**config.mk**
```make
export PLATFORM = sky130hd
export DESIGN_NAME = iors_space
export DESIGN_NICKNAME = d
export VERILOG_FILES = /design/src/design/iors_pkg.sv /design/src/design/iors_space.sv
export VERILOG_INCLUDE_DIRS = /design/src /design/src/design
export SDC_FILE = /design/constraint.sdc
export NUM_CORES = 1
export LEC_CHECK = 0
export ABC_AREA = 1
export ABC_CLOCK_PERIOD_IN_PS = 1670
export BUFFER_PORTS_ARGS = -buffer_cell sky130_fd_sc_hd__buf_2
export CAP_MARGIN = 0
export CELL_PAD_IN_SITES_DETAIL_PLACEMENT = 0
export CELL_PAD_IN_SITES_GLOBAL_PLACEMENT = 2
export CORE_ASPECT_RATIO = 0.6
export CORE_MARGIN = 2
export CORE_UTILIZATION = 35
export CTS_BUF_LIST = sky130_fd_sc_hd__clkbuf_16
export DETAILED_ROUTE_END_ITERATION = 10
export PLACE_DENSITY = 0.81
export SYNTH_ARGS = -nofsm -noshare
export SYNTH_HDL_FRONTEND = slang
export SYNTH_SLANG_ARGS = --single-unit
```
**constraint.sdc**
```tcl
create_clock -name sys_clk -period 1.67 [get_ports sys_clk]
set_input_delay 0.334 -clock sys_clk [delete_from_list [all_inputs] [get_ports sys_clk]]
set_output_delay 0.334 -clock sys_clk [all_outputs]
set_load 0.02 [all_outputs]
```
**src/design/iors_regs.svh**
```systemverilog
// Register offsets, field positions, reset values and bit masks of the I/O register space.
// Summary of operation
// - Lower 32 addresses accept bit set/clear.
// - Lower range supports single-bit test for skip.
// - Flag bits clear on written one.
// - Bit operations touch only the addressed bit.
// - Bit operations limited to addresses 0x00-0x1F.
`ifndef IORS_REGS_SVH
`define IORS_REGS_SVH

`define IORS_CONVERTER_CONTROL_B 6'h03
`define IORS_CONVERTER_RESULT_LOW 6'h04
`define IORS_CONVERTER_RESULT_HIGH 6'h05
`define IORS_CONVERTER_CONTROL_STATUS_A 6'h06
`define IORS_CONVERTER_INPUT_SELECT 6'h07
`define IORS_COMPARATOR_CONTROL_STATUS 6'h08
`define IORS_DIGITAL_INPUT_DISABLE 6'h14
`define IORS_PIN_CHANGE_MASK 6'h15
`define IORS_PORT_INPUT_PINS 6'h16
`define IORS_PORT_DIRECTION 6'h17
`define IORS_PORT_OUTPUT_LATCH 6'h18
`define IORS_EEPROM_DATA 6'h1d
`define IORS_EEPROM_ADDRESS 6'h1e
`define IORS_WATCHDOG_CONTROL 6'h21
`define IORS_CLOCK_PRESCALE 6'h26
`define IORS_GENERAL_TIMER_CONTROL 6'h28
`define IORS_TIMER_COMPARE_B 6'h29
`define IORS_DEBUG_DATA 6'h2e
`define IORS_TIMER_CONTROL_A 6'h2f
`define IORS_OSCILLATOR_TRIM 6'h31
`define IORS_TIMER_COUNT 6'h32
`define IORS_TIMER_CONTROL_B 6'h33
`define IORS_RESET_CAUSE_FLAGS 6'h34
`define IORS_CORE_CONTROL 6'h35
`define IORS_TIMER_COMPARE_A 6'h36
`define IORS_SELF_PROGRAM_CONTROL 6'h37
`define IORS_TIMER_INTERRUPT_FLAGS 6'h38
`define IORS_TIMER_INTERRUPT_MASK 6'h39
`define IORS_EXTERNAL_INTERRUPT_FLAGS 6'h3a
`define IORS_EXTERNAL_INTERRUPT_MASK 6'h3b
`define IORS_STACK_POINTER_LOW 6'h3d
`define IORS_CORE_STATUS_FLAGS 6'h3f

// Highest address that accepts bit set, bit clear and bit test.
`define IORS_BIT_ACCESS_TOP 6'h1f

// Flag positions cleared by a written one, and the port width.
`define IORS_CONVERTER_DONE_BIT 4
`define IORS_COMPARATOR_EVENT_BIT 4
`define IORS_WATCHDOG_EVENT_BIT 7
`define IORS_PORT_WIDTH 6

// Writable bit masks; reserved positions read as zero.
`define IORS_MASK_CONVERTER_CONTROL_B 8'h47
`define IORS_MASK_CONVERTER_CONTROL_STATUS_A 8'hef
`define IORS_MASK_CONVERTER_INPUT_SELECT 8'h63
`define IORS_MASK_COMPARATOR_CONTROL_STATUS 8'hcb
`define IORS_MASK_SIX_BITS 8'h3f
`define IORS_MASK_EEPROM_CONTROL 8'h3f
`define IORS_MASK_CLOCK_PRESCALE 8'h8f
`define IORS_MASK_GENERAL_TIMER_CONTROL 8'h81
`define IORS_MASK_TIMER_CONTROL_A 8'hf3
`define IORS_MASK_TIMER_CONTROL_B 8'hcf
`define IORS_MASK_RESET_CAUSE_FLAGS 8'h0f
`define IORS_MASK_CORE_CONTROL 8'h7b
`define IORS_MASK_SELF_PROGRAM_CONTROL 8'h1f
`define IORS_MASK_TIMER_FLAGS 8'h0e
`define IORS_MASK_EXTERNAL_FLAGS 8'h60
`define IORS_MASK_WATCHDOG_RW 8'h7f
`define IORS_MASK_ALL 8'hff

`define IORS_RESET_VALUE 8'h00

`endif

```
**src/design/iors_pkg.sv**
```systemverilog
// Types shared by the I/O register space and its bench.
package iors_pkg;

  typedef enum logic [2:0] {
    IORS_OP_NONE,
    IORS_OP_READ,
    IORS_OP_WRITE,
    IORS_OP_SET_BIT,
    IORS_OP_CLEAR_BIT,
    IORS_OP_TEST_BIT
  } iors_op_type;

  typedef struct packed {
    iors_op_type op;
    logic [5:0] addr;
    logic [2:0] bit_sel;
    logic [7:0] wdata;
  } iors_req_type;

  typedef struct packed {
    logic [7:0] rdata;
    logic bit_value;
    logic bit_valid;
  } iors_rsp_type;

  // Hardware-set flag events coming from the peripherals.
  typedef struct packed {
    logic converter_done;
    logic comparator_event;
    logic watchdog_event;
    logic timer_overflow;
    logic timer_match_a;
    logic timer_match_b;
    logic external_event;
    logic pin_change_event;
    logic [3:0] reset_causes;
  } iors_event_type;

endpackage : iors_pkg

```
**src/design/iors_space.sv**
```systemverilog
// I/O register space: decode, byte access, bit set/clear/test and write-one-to-clear flags.
`include "iors_regs.svh"

module iors_space (
  input wire logic sys_clk, // Core clock, 25 MHz.
  input wire logic arst_n, // Asynchronous reset, active low.
  input wire iors_pkg::iors_req_type req, // Request from the core, one cycle each.
  input wire iors_pkg::iors_event_type events, // Flag set pulses from peripherals.
  input wire logic [15:0] converter_result, // Conversion result from the converter.
  input wire logic [7:0] timer_value, // Running counter value.
  input wire logic [5:0] port_pins, // Raw port pin levels.
  output iors_pkg::iors_rsp_type rsp, // Registered answer to a read or bit test.
  output logic [7:0] port_direction, // Direction latch, one means output.
  output logic [7:0] port_output_latch, // Port output and pull-up latch.
  output logic [7:0] core_status_flags, // Status register seen by the core.
  output logic [7:0] stack_pointer_low // Stack pointer low byte.
);

  ////////////////////////////////////////////////////////////////////////////
  // Storage and pin synchroniser.

  logic [7:0] regs [0:63];
  logic [5:0] pin_meta;
  logic [5:0] pin_sync;

  always_ff @(posedge sys_clk or negedge arst_n) begin
    if (!arst_n) begin
      pin_meta <= 6'h00;
      pin_sync <= 6'h00;
    end else begin
      pin_meta <= port_pins;
      pin_sync <= pin_meta;
    end
  end

  ////////////////////////////////////////////////////////////////////////////
  // Decode.

  // Writable mask per address; zero for reserved addresses and read-only ones.
  function automatic logic [7:0] write_mask(input logic [5:0] a);
    case (a)
      `IORS_CONVERTER_CONTROL_B: write_mask = `IORS_MASK_CONVERTER_CONTROL_B;
      `IORS_CONVERTER_CONTROL_STATUS_A: write_mask = `IORS_MASK_CONVERTER_CONTROL_STATUS_A;
      `IORS_CONVERTER_INPUT_SELECT: write_mask = `IORS_MASK_CONVERTER_INPUT_SELECT;
      `IORS_COMPARATOR_CONTROL_STATUS: write_mask = `IORS_MASK_COMPARATOR_CONTROL_STATUS;
      `IORS_DIGITAL_INPUT_DISABLE: write_mask = `IORS_MASK_SIX_BITS;
      `IORS_PIN_CHANGE_MASK: write_mask = `IORS_MASK_SIX_BITS;
      `IORS_PORT_DIRECTION: write_mask = `IORS_MASK_SIX_BITS;
      `IORS_PORT_OUTPUT_LATCH: write_mask = `IORS_MASK_SIX_BITS;
      `IORS_EEPROM_DATA: write_mask = `IORS_MASK_ALL;
      `IORS_EEPROM_ADDRESS: write_mask = `IORS_MASK_SIX_BITS;
      `IORS_WATCHDOG_CONTROL: write_mask = `IORS_MASK_WATCHDOG_RW;
      `IORS_CLOCK_PRESCALE: write_mask = `IORS_MASK_CLOCK_PRESCALE;
      `IORS_GENERAL_TIMER_CONTROL: write_mask = `IORS_MASK_GENERAL_TIMER_CONTROL;
      `IORS_TIMER_COMPARE_B: write_mask = `IORS_MASK_ALL;
      `IORS_DEBUG_DATA: write_mask = `IORS_MASK_ALL;
      `IORS_TIMER_CONTROL_A: write_mask = `IORS_MASK_TIMER_CONTROL_A;
      `IORS_OSCILLATOR_TRIM: write_mask = `IORS_MASK_ALL;
      `IORS_TIMER_COUNT: write_mask = `IORS_MASK_ALL;
      `IORS_TIMER_CONTROL_B: write_mask = `IORS_MASK_TIMER_CONTROL_B;
      `IORS_CORE_CONTROL: write_mask = `IORS_MASK_CORE_CONTROL;
      `IORS_TIMER_COMPARE_A: write_mask = `IORS_MASK_ALL;
      `IORS_SELF_PROGRAM_CONTROL: write_mask = `IORS_MASK_SELF_PROGRAM_CONTROL;
      `IORS_TIMER_INTERRUPT_MASK: write_mask = `IORS_MASK_TIMER_FLAGS;
      `IORS_EXTERNAL_INTERRUPT_MASK: write_mask = `IORS_MASK_EXTERNAL_FLAGS;
      `IORS_STACK_POINTER_LOW: write_mask = `IORS_MASK_ALL;
      `IORS_CORE_STATUS_FLAGS: write_mask = `IORS_MASK_ALL;
      default: write_mask = 8'h00;
    endcase
  endfunction

  // Positions cleared by a written one.
  function automatic logic [7:0] clear_mask(input logic [5:0] a);
    case (a)
      `IORS_CONVERTER_CONTROL_STATUS_A: clear_mask = 8'h01 << `IORS_CONVERTER_DONE_BIT;
      `IORS_COMPARATOR_CONTROL_STATUS: clear_mask = 8'h01 << `IORS_COMPARATOR_EVENT_BIT;
      `IORS_WATCHDOG_CONTROL: clear_mask = 8'h01 << `IORS_WATCHDOG_EVENT_BIT;
      `IORS_RESET_CAUSE_FLAGS: clear_mask = `IORS_MASK_RESET_CAUSE_FLAGS;
      `IORS_TIMER_INTERRUPT_FLAGS: clear_mask = `IORS_MASK_TIMER_FLAGS;
      `IORS_EXTERNAL_INTERRUPT_FLAGS: clear_mask = `IORS_MASK_EXTERNAL_FLAGS;
      default: clear_mask = 8'h00;
    endcase
  endfunction

  // Value the core sees at an address; reserved addresses and bits read as zero.
  function automatic logic [7:0] read_value(input logic [5:0] a);
    case (a)
      `IORS_CONVERTER_RESULT_LOW: read_value = converter_result[7:0];
      `IORS_CONVERTER_RESULT_HIGH: read_value = converter_result[15:8];
      `IORS_PORT_INPUT_PINS: read_value = {2'b00, pin_sync};
      `IORS_TIMER_COUNT: read_value = timer_value;
      default: read_value = regs[a] & (write_mask(a) | clear_mask(a));
    endcase
  endfunction

  wire logic [5:0] addr = req.addr;
  wire logic bit_range = (addr <= `IORS_BIT_ACCESS_TOP);
  wire logic [7:0] bit_onehot = 8'h01 << req.bit_sel;
  wire logic do_write = (req.op == iors_pkg::IORS_OP_WRITE);
  wire logic do_set = (req.op == iors_pkg::IORS_OP_SET_BIT) && bit_range;
  wire logic do_clear = (req.op == iors_pkg::IORS_OP_CLEAR_BIT) && bit_range;
  wire logic do_read = (req.op == iors_pkg::IORS_OP_READ);
  wire logic do_test = (req.op == iors_pkg::IORS_OP_TEST_BIT) && bit_range;
  wire logic [7:0] wmask = write_mask(addr);
  wire logic [7:0] cmask = clear_mask(addr);
  wire logic [7:0] cur = read_value(addr);

  // A bit set writes one only at the addressed bit; on a flag that clears it,
  // while a zero is written to every other flag so that none is cleared.
  wire logic [7:0] op_ones = do_write ? req.wdata : (do_set ? bit_onehot : 8'h00);
  wire logic [7:0] op_clear = cmask & op_ones;
  wire logic [7:0] bit_op_mask = (do_set || do_clear) ? (wmask & bit_onehot) : 8'h00;
  wire logic [7:0] op_mask = do_write ? wmask : bit_op_mask;
  wire logic [7:0] op_value = do_clear ? 8'h00 : op_ones;

  ////////////////////////////////////////////////////////////////////////////
  // Hardware flag events per address, which win over a clear in the same cycle.

  function automatic logic [7:0] event_set(input logic [5:0] a);
    case (a)
      `IORS_CONVERTER_CONTROL_STATUS_A:
        event_set = {3'b000, events.converter_done, 4'h0};
      `IORS_COMPARATOR_CONTROL_STATUS:
        event_set = {3'b000, events.comparator_event, 4'h0};
      `IORS_WATCHDOG_CONTROL: event_set = {events.watchdog_event, 7'h00};
      `IORS_RESET_CAUSE_FLAGS: event_set = {4'h0, events.reset_causes};
      `IORS_TIMER_INTERRUPT_FLAGS:
        event_set = {4'h0, events.timer_match_b, events.timer_match_a, events.timer_overflow, 1'b0};
      `IORS_EXTERNAL_INTERRUPT_FLAGS:
        event_set = {1'b0, events.external_event, events.pin_change_event, 5'h00};
      default: event_set = 8'h00;
    endcase
  endfunction

  ////////////////////////////////////////////////////////////////////////////
  // Register update.

  always_ff @(posedge sys_clk or negedge arst_n) begin
    if (!arst_n) begin
      for (int i = 0; i < 64; i++) begin
        regs[i] <= `IORS_RESET_VALUE;
      end
    end else begin
      for (int i = 0; i < 64; i++) begin
        if (6'(i) == addr) begin
          regs[i] <= ((regs[i] & ~op_mask) | (op_value & op_mask) & ~cmask)
                     & ~op_clear | event_set(6'(i));
        end else begin
          regs[i] <= regs[i] | event_set(6'(i));
        end
      end
    end
  end

  ////////////////////////////////////////////////////////////////////////////
  // Answer to the core.

  always_ff @(posedge sys_clk or negedge arst_n) begin
    if (!arst_n) begin
      rsp <= '0;
    end else begin
      rsp.rdata <= do_read ? cur : 8'h00;
      rsp.bit_value <= do_test ? cur[req.bit_sel] : 1'b0;
      rsp.bit_valid <= do_test;
    end
  end

  assign port_direction = regs[`IORS_PORT_DIRECTION];
  assign port_output_latch = regs[`IORS_PORT_OUTPUT_LATCH];
  assign core_status_flags = regs[`IORS_CORE_STATUS_FLAGS];
  assign stack_pointer_low = regs[`IORS_STACK_POINTER_LOW];

endmodule // iors_space

```
==> qor.txt, run 1 <==
# DRC: 0
I/O pin cnt: 106
GRT Total Usage: 29.49%
IO buf count: 105
pre-CTS WS: -1072 ps
Post-synth EDFFs: 0
dpl cell area: 33920 sq um
Clock Skews: 10.76 ps
Placeable Area: 79280 sq um
Die W: 368.9 um
unrepaired setup endpoints after global routing: true
violated checks: negative setup slack
via count: 28280
synth unique cells: 43
DRT antenna net count: 0
max incr delay on CP: 270 ps
Routed WL: 125.4 mm
cell mode on critical path: buf_12
Clock Tree Buf Depth: 3
Std-Cell Rows: 80
total CTS buffers: 53
Nets: 4355
endpoints failing setup: 368
Post-synth top flop: dfrtp_1
slew margin rel.: 58.82%
die area: 82250 sq um
Leak: 19.64 nW
Yosys top cell area share: 47.79%
First-pass DRT Iterations: 6
Post-Synthesis Cells: 3741
max-cap viol count: 0
max-slew violations: 0
Iter 0 DRT Violations: 3335
worst slew pin tran: 617.1 ps
flops & latches, synth: 534
minimum clock period: 1931 ps
first-pass GRT wire length: 179.3 mm
Final Hold Viols: 0
largest net degree at the start of global routing: 85
Max H-tree Level: 2
CP max-delay cell: mux2_4
Avg Cell Area, Syn: 7.475 sq um
Max IR drop VDD: 0.7582 mV
critical path required time: 2180 ps
CP max FO: 7
Hold Crit Class: in -> reg
synth cell count leaders: nand2_1 (979), dfrtp_1 (534), o21ai_0 (489)
Pwr Density: 927.4 nW/um^2
Sink Count: 534
Worst-Skew Late Latency: 640 ps
most frequent cell after synthesis: nand2_1
vias in the first global route: 26310
largest cells by area after synthesis: dfrtp_1 (48%), nand2_1 (13%), o21ai_0 (8.8%)
final instance area: 40470 sq um
CP Class: in -> reg
CTS root buffer: clkbuf_16
layout cell share with drive strength beyond 1: 33.20%
initial antenna violation count: 4
outcome: finished, violations left
Worst-path clk slew: 60 ps
sequential-to-total area share from yosys stat: 47.79%
area grow syn2layout: 44.71%
dpl hpwl: 81.57 mm
Via density: 5.246
Placer Congestion: 0.9677
grt ovf: 0
FFs w/ async S/R, synth: 100.0%
Post-Synthesis Net Count: 3813
setup ws final: -261.5 ps
Die H: 223.0 um
area leader, netlist: dfrtp_1
CP startpoint kind: primary input
critical-path cell list: buf_16 -> buf_12 -> buf_8 -> ha_4 -> nand2_2 -> nand3_2 -> o21ai_1 -> nand2_1 -> nand4_1 -> a21oi_4 -> buf_8 -> nand3_4 -> buf_12 -> buf_12 -> buf_12 -> o21ai_2 -> mux2_4
Worst Path Arrival: 2450 ps
Fmax: 517.7 MHz
Syn. warnings: 0
Crit. End Element: flop
Initial Util: 35.27%
WL per Instance: 23.26 um
final worst-path cycle share: 115.7%
area of the mapped netlist: 27960 sq um
CTS tree: yes
## power breakdown
group	leakage (nW)	switching (W)	internal [W]	total, W
clock network	0.865	0.00565	0.00683	0.0125
logic	12.2	0.00528	0.00432	0.00960
registers	6.56	0.000887	0.0146	0.0154
total	19.6	0.0118	0.0257	0.0375
## layer usage
layer  vias up  GRT usage, %  wire (um)
met4         0         6.557       3167
met3       198         6.748      12470
met5         -             0          0
met1     13720         46.94      60610
met2      1202         39.62      49150
li1      13160             -          -
## worst max-delay path: cells and delay by family
| kind | cells | cell delay, ps |
|---|---|---|
| compound gates | 3 | 210 |
| mux | 1 | 270 |
| simple gates | 5 | 480 |
| buf+inv | 7 | 970 |
| fa+ha+maj | 1 | 150 |
## placed cells by master, fill, tap and decap left out, types with 126 or more instances in the layout
master,count
nand2_1,888
dfrtp_1,529
buf_4,494
o21ai_1,366
inv_1,365
nand3_1,221
o21ai_2,194
o21ai_0,163
nor2_1,130
buf_12,126
## per-stage QoR
stage                     hold slack, ps  utilization [%]  TNS [ps]  total power (W)  instances
after floorplan                    38.41                -   -203110          0.01994       3741
after global placement             198.3            42.79   -340880          0.02320       5135
after detailed placement           195.6            42.79   -331690          0.02330       5135
after CTS                          94.56            48.86    -13690          0.03662       5362
after global routing               97.03            51.05    -57300          0.03925       5392
final                              109.9            51.05    -32710          0.03753       5392
## registers in the layout, summed over array words and instances, names as in the netlist
register / cells
core_status_flags: 8
pin_meta: 6
pin_sync: 6
port_direction: 8
port_output_latch: 8
regs: 480
rsp: 10
stack_pointer_low: 8
## what timing repair did
action | 4_1_cts | 5_1_grt
setup endpoints to repair | 406 | 412
gates cloned | 32 | 15
pin swaps | 75 | 97
hold endpoints to repair | 333 | 0
buffers inserted | 89 | 41
hold buffers | 20 | 0
gates resized for setup | 403 | 480
## cells by family (layout without fill, tap and decap cells)
kind of cell / after synthesis / in the layout / share of synthesized area [%]
compound gates: 939 / 939 / 17.62
fa+ha+maj: 8 / 8 / 0.3580
other cells: 0 / 4 / 0
simple gates: 1453 / 1455 / 21.32
flops: 534 / 534 / 47.79
mux: 34 / 34 / 1.369
buf+inv: 773 / 1352 / 11.55
## path summary, 6_finish.rpt
path / to / cells past startpoint / from / slack (ps)
max in group asynchronous: regs[114]$_DFFE_PN0N_ / 3 / arst_n / 760
worst max-delay path: regs[253]$_DFFE_PN0N_ / 17 / req[11] / -260
worst min register to register: pin_sync[0]$_DFF_PN0_ / 0 / pin_meta[0]$_DFF_PN0_ / 350
worst max register to register: rsp[1]$_DFF_PN0_ / 13 / regs[182]$_DFFE_PN0N_ / -210
min in group asynchronous: regs[172]$_DFFE_PN0N_ / 2 / arst_n / 150
worst min-delay path: rsp[9]$_DFF_PN0_ / 4 / timer_value[7] / 110
## layout make-up
cell class	count	area, sq um
diodes	4	10.01
clock buffers	53	1326
clock inverters	41	375.4
fillers	7491	38810
inverters	390	1534
multi-input cells	2436	13270
flip-flops and latches	534	13370
well taps	1066	1334
repair buffers	867	9236
repair inverters	1	16.27
No activity file was read; power rests on OpenSTA's default activity.
==> run 2, diff against run 1 <==
Settings changed: CAP_MARGIN 0 to 20, CORE_UTILIZATION 35 to 37, PLACE_DENSITY 0.81 to 0.84.
==> qor.txt, run 2 (synthesized netlist as in run 1, its figures left out) <==
GRT Total Usage: 30.23% (+0.73 points)
total CTS buffers: 52 (-1.9%)
fin cells: 5352 (-0.74%)
slew margin rel.: 66.24% (+7.4 points)
Worst Path Arrival: 2480 ps (+30 ps)
CTS tree: yes
R2R Path Start: regs[402]$_DFFE_PN0N_
DRT antenna net count: 0 (unchanged)
CP max-delay cell: nand3b_1
commonest non-fill, non-tap cells in the layout: nand2_1 (886), dfrtp_1 (532), buf_4 (528)
Worst-path clk slew: 60 ps (about the same)
Iter 0 DRT Violations: 3096 (-7.2%)
outcome: finished, violations left
Max IR drop VDD: 0.7112 mV (-6.2%)
Overall Power: 0.03765 W (+0.31%)
first-pass GRT wire length: 175.8 mm (-2.0%)
grt ovf: 0 (unchanged)
dpl cell area: 34130 sq um (+0.61%)
endpoints failing setup: 370 (+0.54%)
Routed WL: 126.2 mm (+0.66%)
CP startpoint kind: primary input
Critical path origin: req[11]
Multi-input gate area: 14050 sq um (+5.9%)
Top reg by flops: regs
Fmax: 521.3 MHz (+0.69%)
Placer Congestion: 0.9715 (+0.39%)
most common cell after layout, fill and taps aside: nand2_1
Crit. End Element: flop
largest net degree at the start of global routing: 72 (-15%)
Std-Cell Rows: 78 (-2.5%)
I/O pin cnt: 106 (unchanged)
IO buf count: 105 (unchanged)
CP max FO: 53 (+46)
vias in the first global route: 26110 (-0.78%)
Pwr Density: 910.7 nW/um^2 (-1.8%)
max-slew violations: 0 (unchanged)
Placed Cells: 5101 (-0.66%)
Clock Tree Buf Depth: 3 (unchanged)
via count: 28570 (+1.0%)
max reg flops: 480 (unchanged)
Fillers: 6923 (-7.6%)
Leak: 19.99 nW (+1.8%)
Die W: 358.9 um (-2.7%)
Reg area: 13370 sq um (about the same)
final worst-path cycle share: 114.9% (-0.79 points)
max-cap viol count: 0 (unchanged)
First-pass DRT Iterations: 8 (+2)
Worst-Skew Late Latency: 660 ps (+20 ps)
Sink Count: 534 (unchanged)
WL per Instance: 23.59 um (+1.4%)
Clock Skews: 29.37 ps (+18.61 ps)
final instance area: 41340 sq um (+2.1%)
Nets: 4384 (+0.67%)
Worst Hold Launch: req[17]
# DRC: 0 (unchanged)
minimum clock period: 1918 ps (-13.15 ps)
Final Hold Viols: 0 (unchanged)
max incr delay on CP: 390 ps (+120 ps)
Max H-tree Level: 2 (unchanged)
layout cell share with drive strength beyond 1: 36.57% (+3.4 points)
Hold Crit Class: in -> reg
Initial Util: 37.21% (+1.9 points)
violated checks: negative setup slack
CTS root buffer: clkbuf_16
area grow syn2layout: 47.82%
critical-path cell list: buf_16 -> buf_16 -> buf_12 -> nand2_1 -> nand3_1 -> nand2_1 -> nand3b_1 -> nand3_2 -> nand2_2 -> inv_2 -> nand3_4 -> nand3_2 -> nand2_2 -> o21ai_2 -> nand2_1 -> nor2_1
critical path required time: 2230 ps (+50 ps)
CP Class: in -> reg
Placeable Area: 75150 sq um (-5.2%)
biggest regs: regs: 480 flops, rsp: 10 flops
Buffers & Inverters on Critical Path: 4 (-3)
Die H: 217.0 um (-2.7%)
worst slew pin tran: 504.9 ps (-112.1 ps)
setup ws final: -248.3 ps (+13.15 ps)
initial antenna violation count: 3 (-1)
unrepaired setup endpoints after global routing: true
Via density: 5.339 (+1.8%)
die area: 77870 sq um (-5.3%)
cell mode on critical path: nand2_1
dpl hpwl: 81.72 mm (+0.19%)
Crit path max-delay family: simple AND/OR/NAND/NOR gates
pre-CTS WS: -1120 ps (-47.98 ps)
-- run 2: changes by cell type in the layout (fill, tap and decap cells not counted), sizes merged --
cell	before	now
clkbuf	67	80
clkinvlp	4	2
buf	830	847
bufinv	7	4
nand2	985	986
inv	398	396
clkinv	23	29
dlygate4sd3	20	21
diode	4	1
bufbuf	3	1
-- run 2: worst paths after layout --
path / depth (start not counted) / slack (ps) / endpoint
worst max-delay path: 16 / -250 / rsp[1]$_DFF_PN0_
worst min-delay path: 5 / 90 / rsp[1]$_DFF_PN0_
worst max register to register: 13 / -230 / rsp[1]$_DFF_PN0_
worst min register to register: 0 / 350 / pin_sync[5]$_DFF_PN0_
max in group asynchronous: 3 / 700 / port_direction[1]$_DFFE_PN0N_
min in group asynchronous: 2 / 160 / port_output_latch[6]$_DFFE_PN0N_
-- run 2: worst reg2reg max path: cells and delay by family, from the launching register on --
family	cells	cell delay (ps)
flops	1	340
compound gates	1	120
buf+inv	1	80
simple gates	11	1260
-- run 2: what timing repair did --
item                                    in CTS  in global routing
endpoints found under the setup margin     381                403
cloned                                      22                 33
pin swaps                                   76                143
setup buffers                               64                 51
hold endpoints to repair                   242                  0
gates resized for setup                    308                783
hold buffers                                21                  0
-- run 2: area by class of cell --
| type | instances | share of cell area [%] |
|---|---|---|
| Multi-Input combinational cell | 2437 | 33.99 |
| Timing Repair Buffer | 896 | 22.91 |
| Inverter | 390 | 3.735 |
| Timing Repair inverter | 1 | 0.03935 |
| Sequential cell | 534 | 32.33 |
| Clock buffer | 53 | 3.209 |
| Clock inverter | 40 | 0.7446 |
| Antenna cell | 1 | 0.006054 |
| Tap cell | 1000 | 3.027 |
-- run 2: per-layer routing --
| metal | vias up | wire, um | global-route usage [%] |
|---|---|---|---|
| met5 | - | 0 | 0 |
| met4 | 0 | 3992 | 6.723 |
| met3 | 219 | 14350 | 7.605 |
| met2 | 1365 | 49540 | 41.05 |
| met1 | 13770 | 58360 | 47.39 |
| li1 | 13220 | - | - |
-- run 2: stage by stage --
stage                     TNS, ps  util [%]  hold WS (ps)
after global placement    -319220     45.41         232.0
after floorplan           -203110         -         38.41
final                      -31380     55.01         89.19
after detailed placement  -324980     45.41         237.7
after global routing       -50800     55.01         115.6
after CTS                   -1324     50.86         76.82
-- run 2: power breakdown --
| part | total (W) | switching (W) | internal [W] | leakage, nW |
|---|---|---|---|---|
| registers | 0.0154 | 0.000857 | 0.0146 | 6.57 |
| clock network | 0.0120 | 0.00558 | 0.00638 | 0.827 |
| logic | 0.0103 | 0.00561 | 0.00467 | 12.6 |
| total | 0.0376 | 0.0120 | 0.0256 | 20.0 |
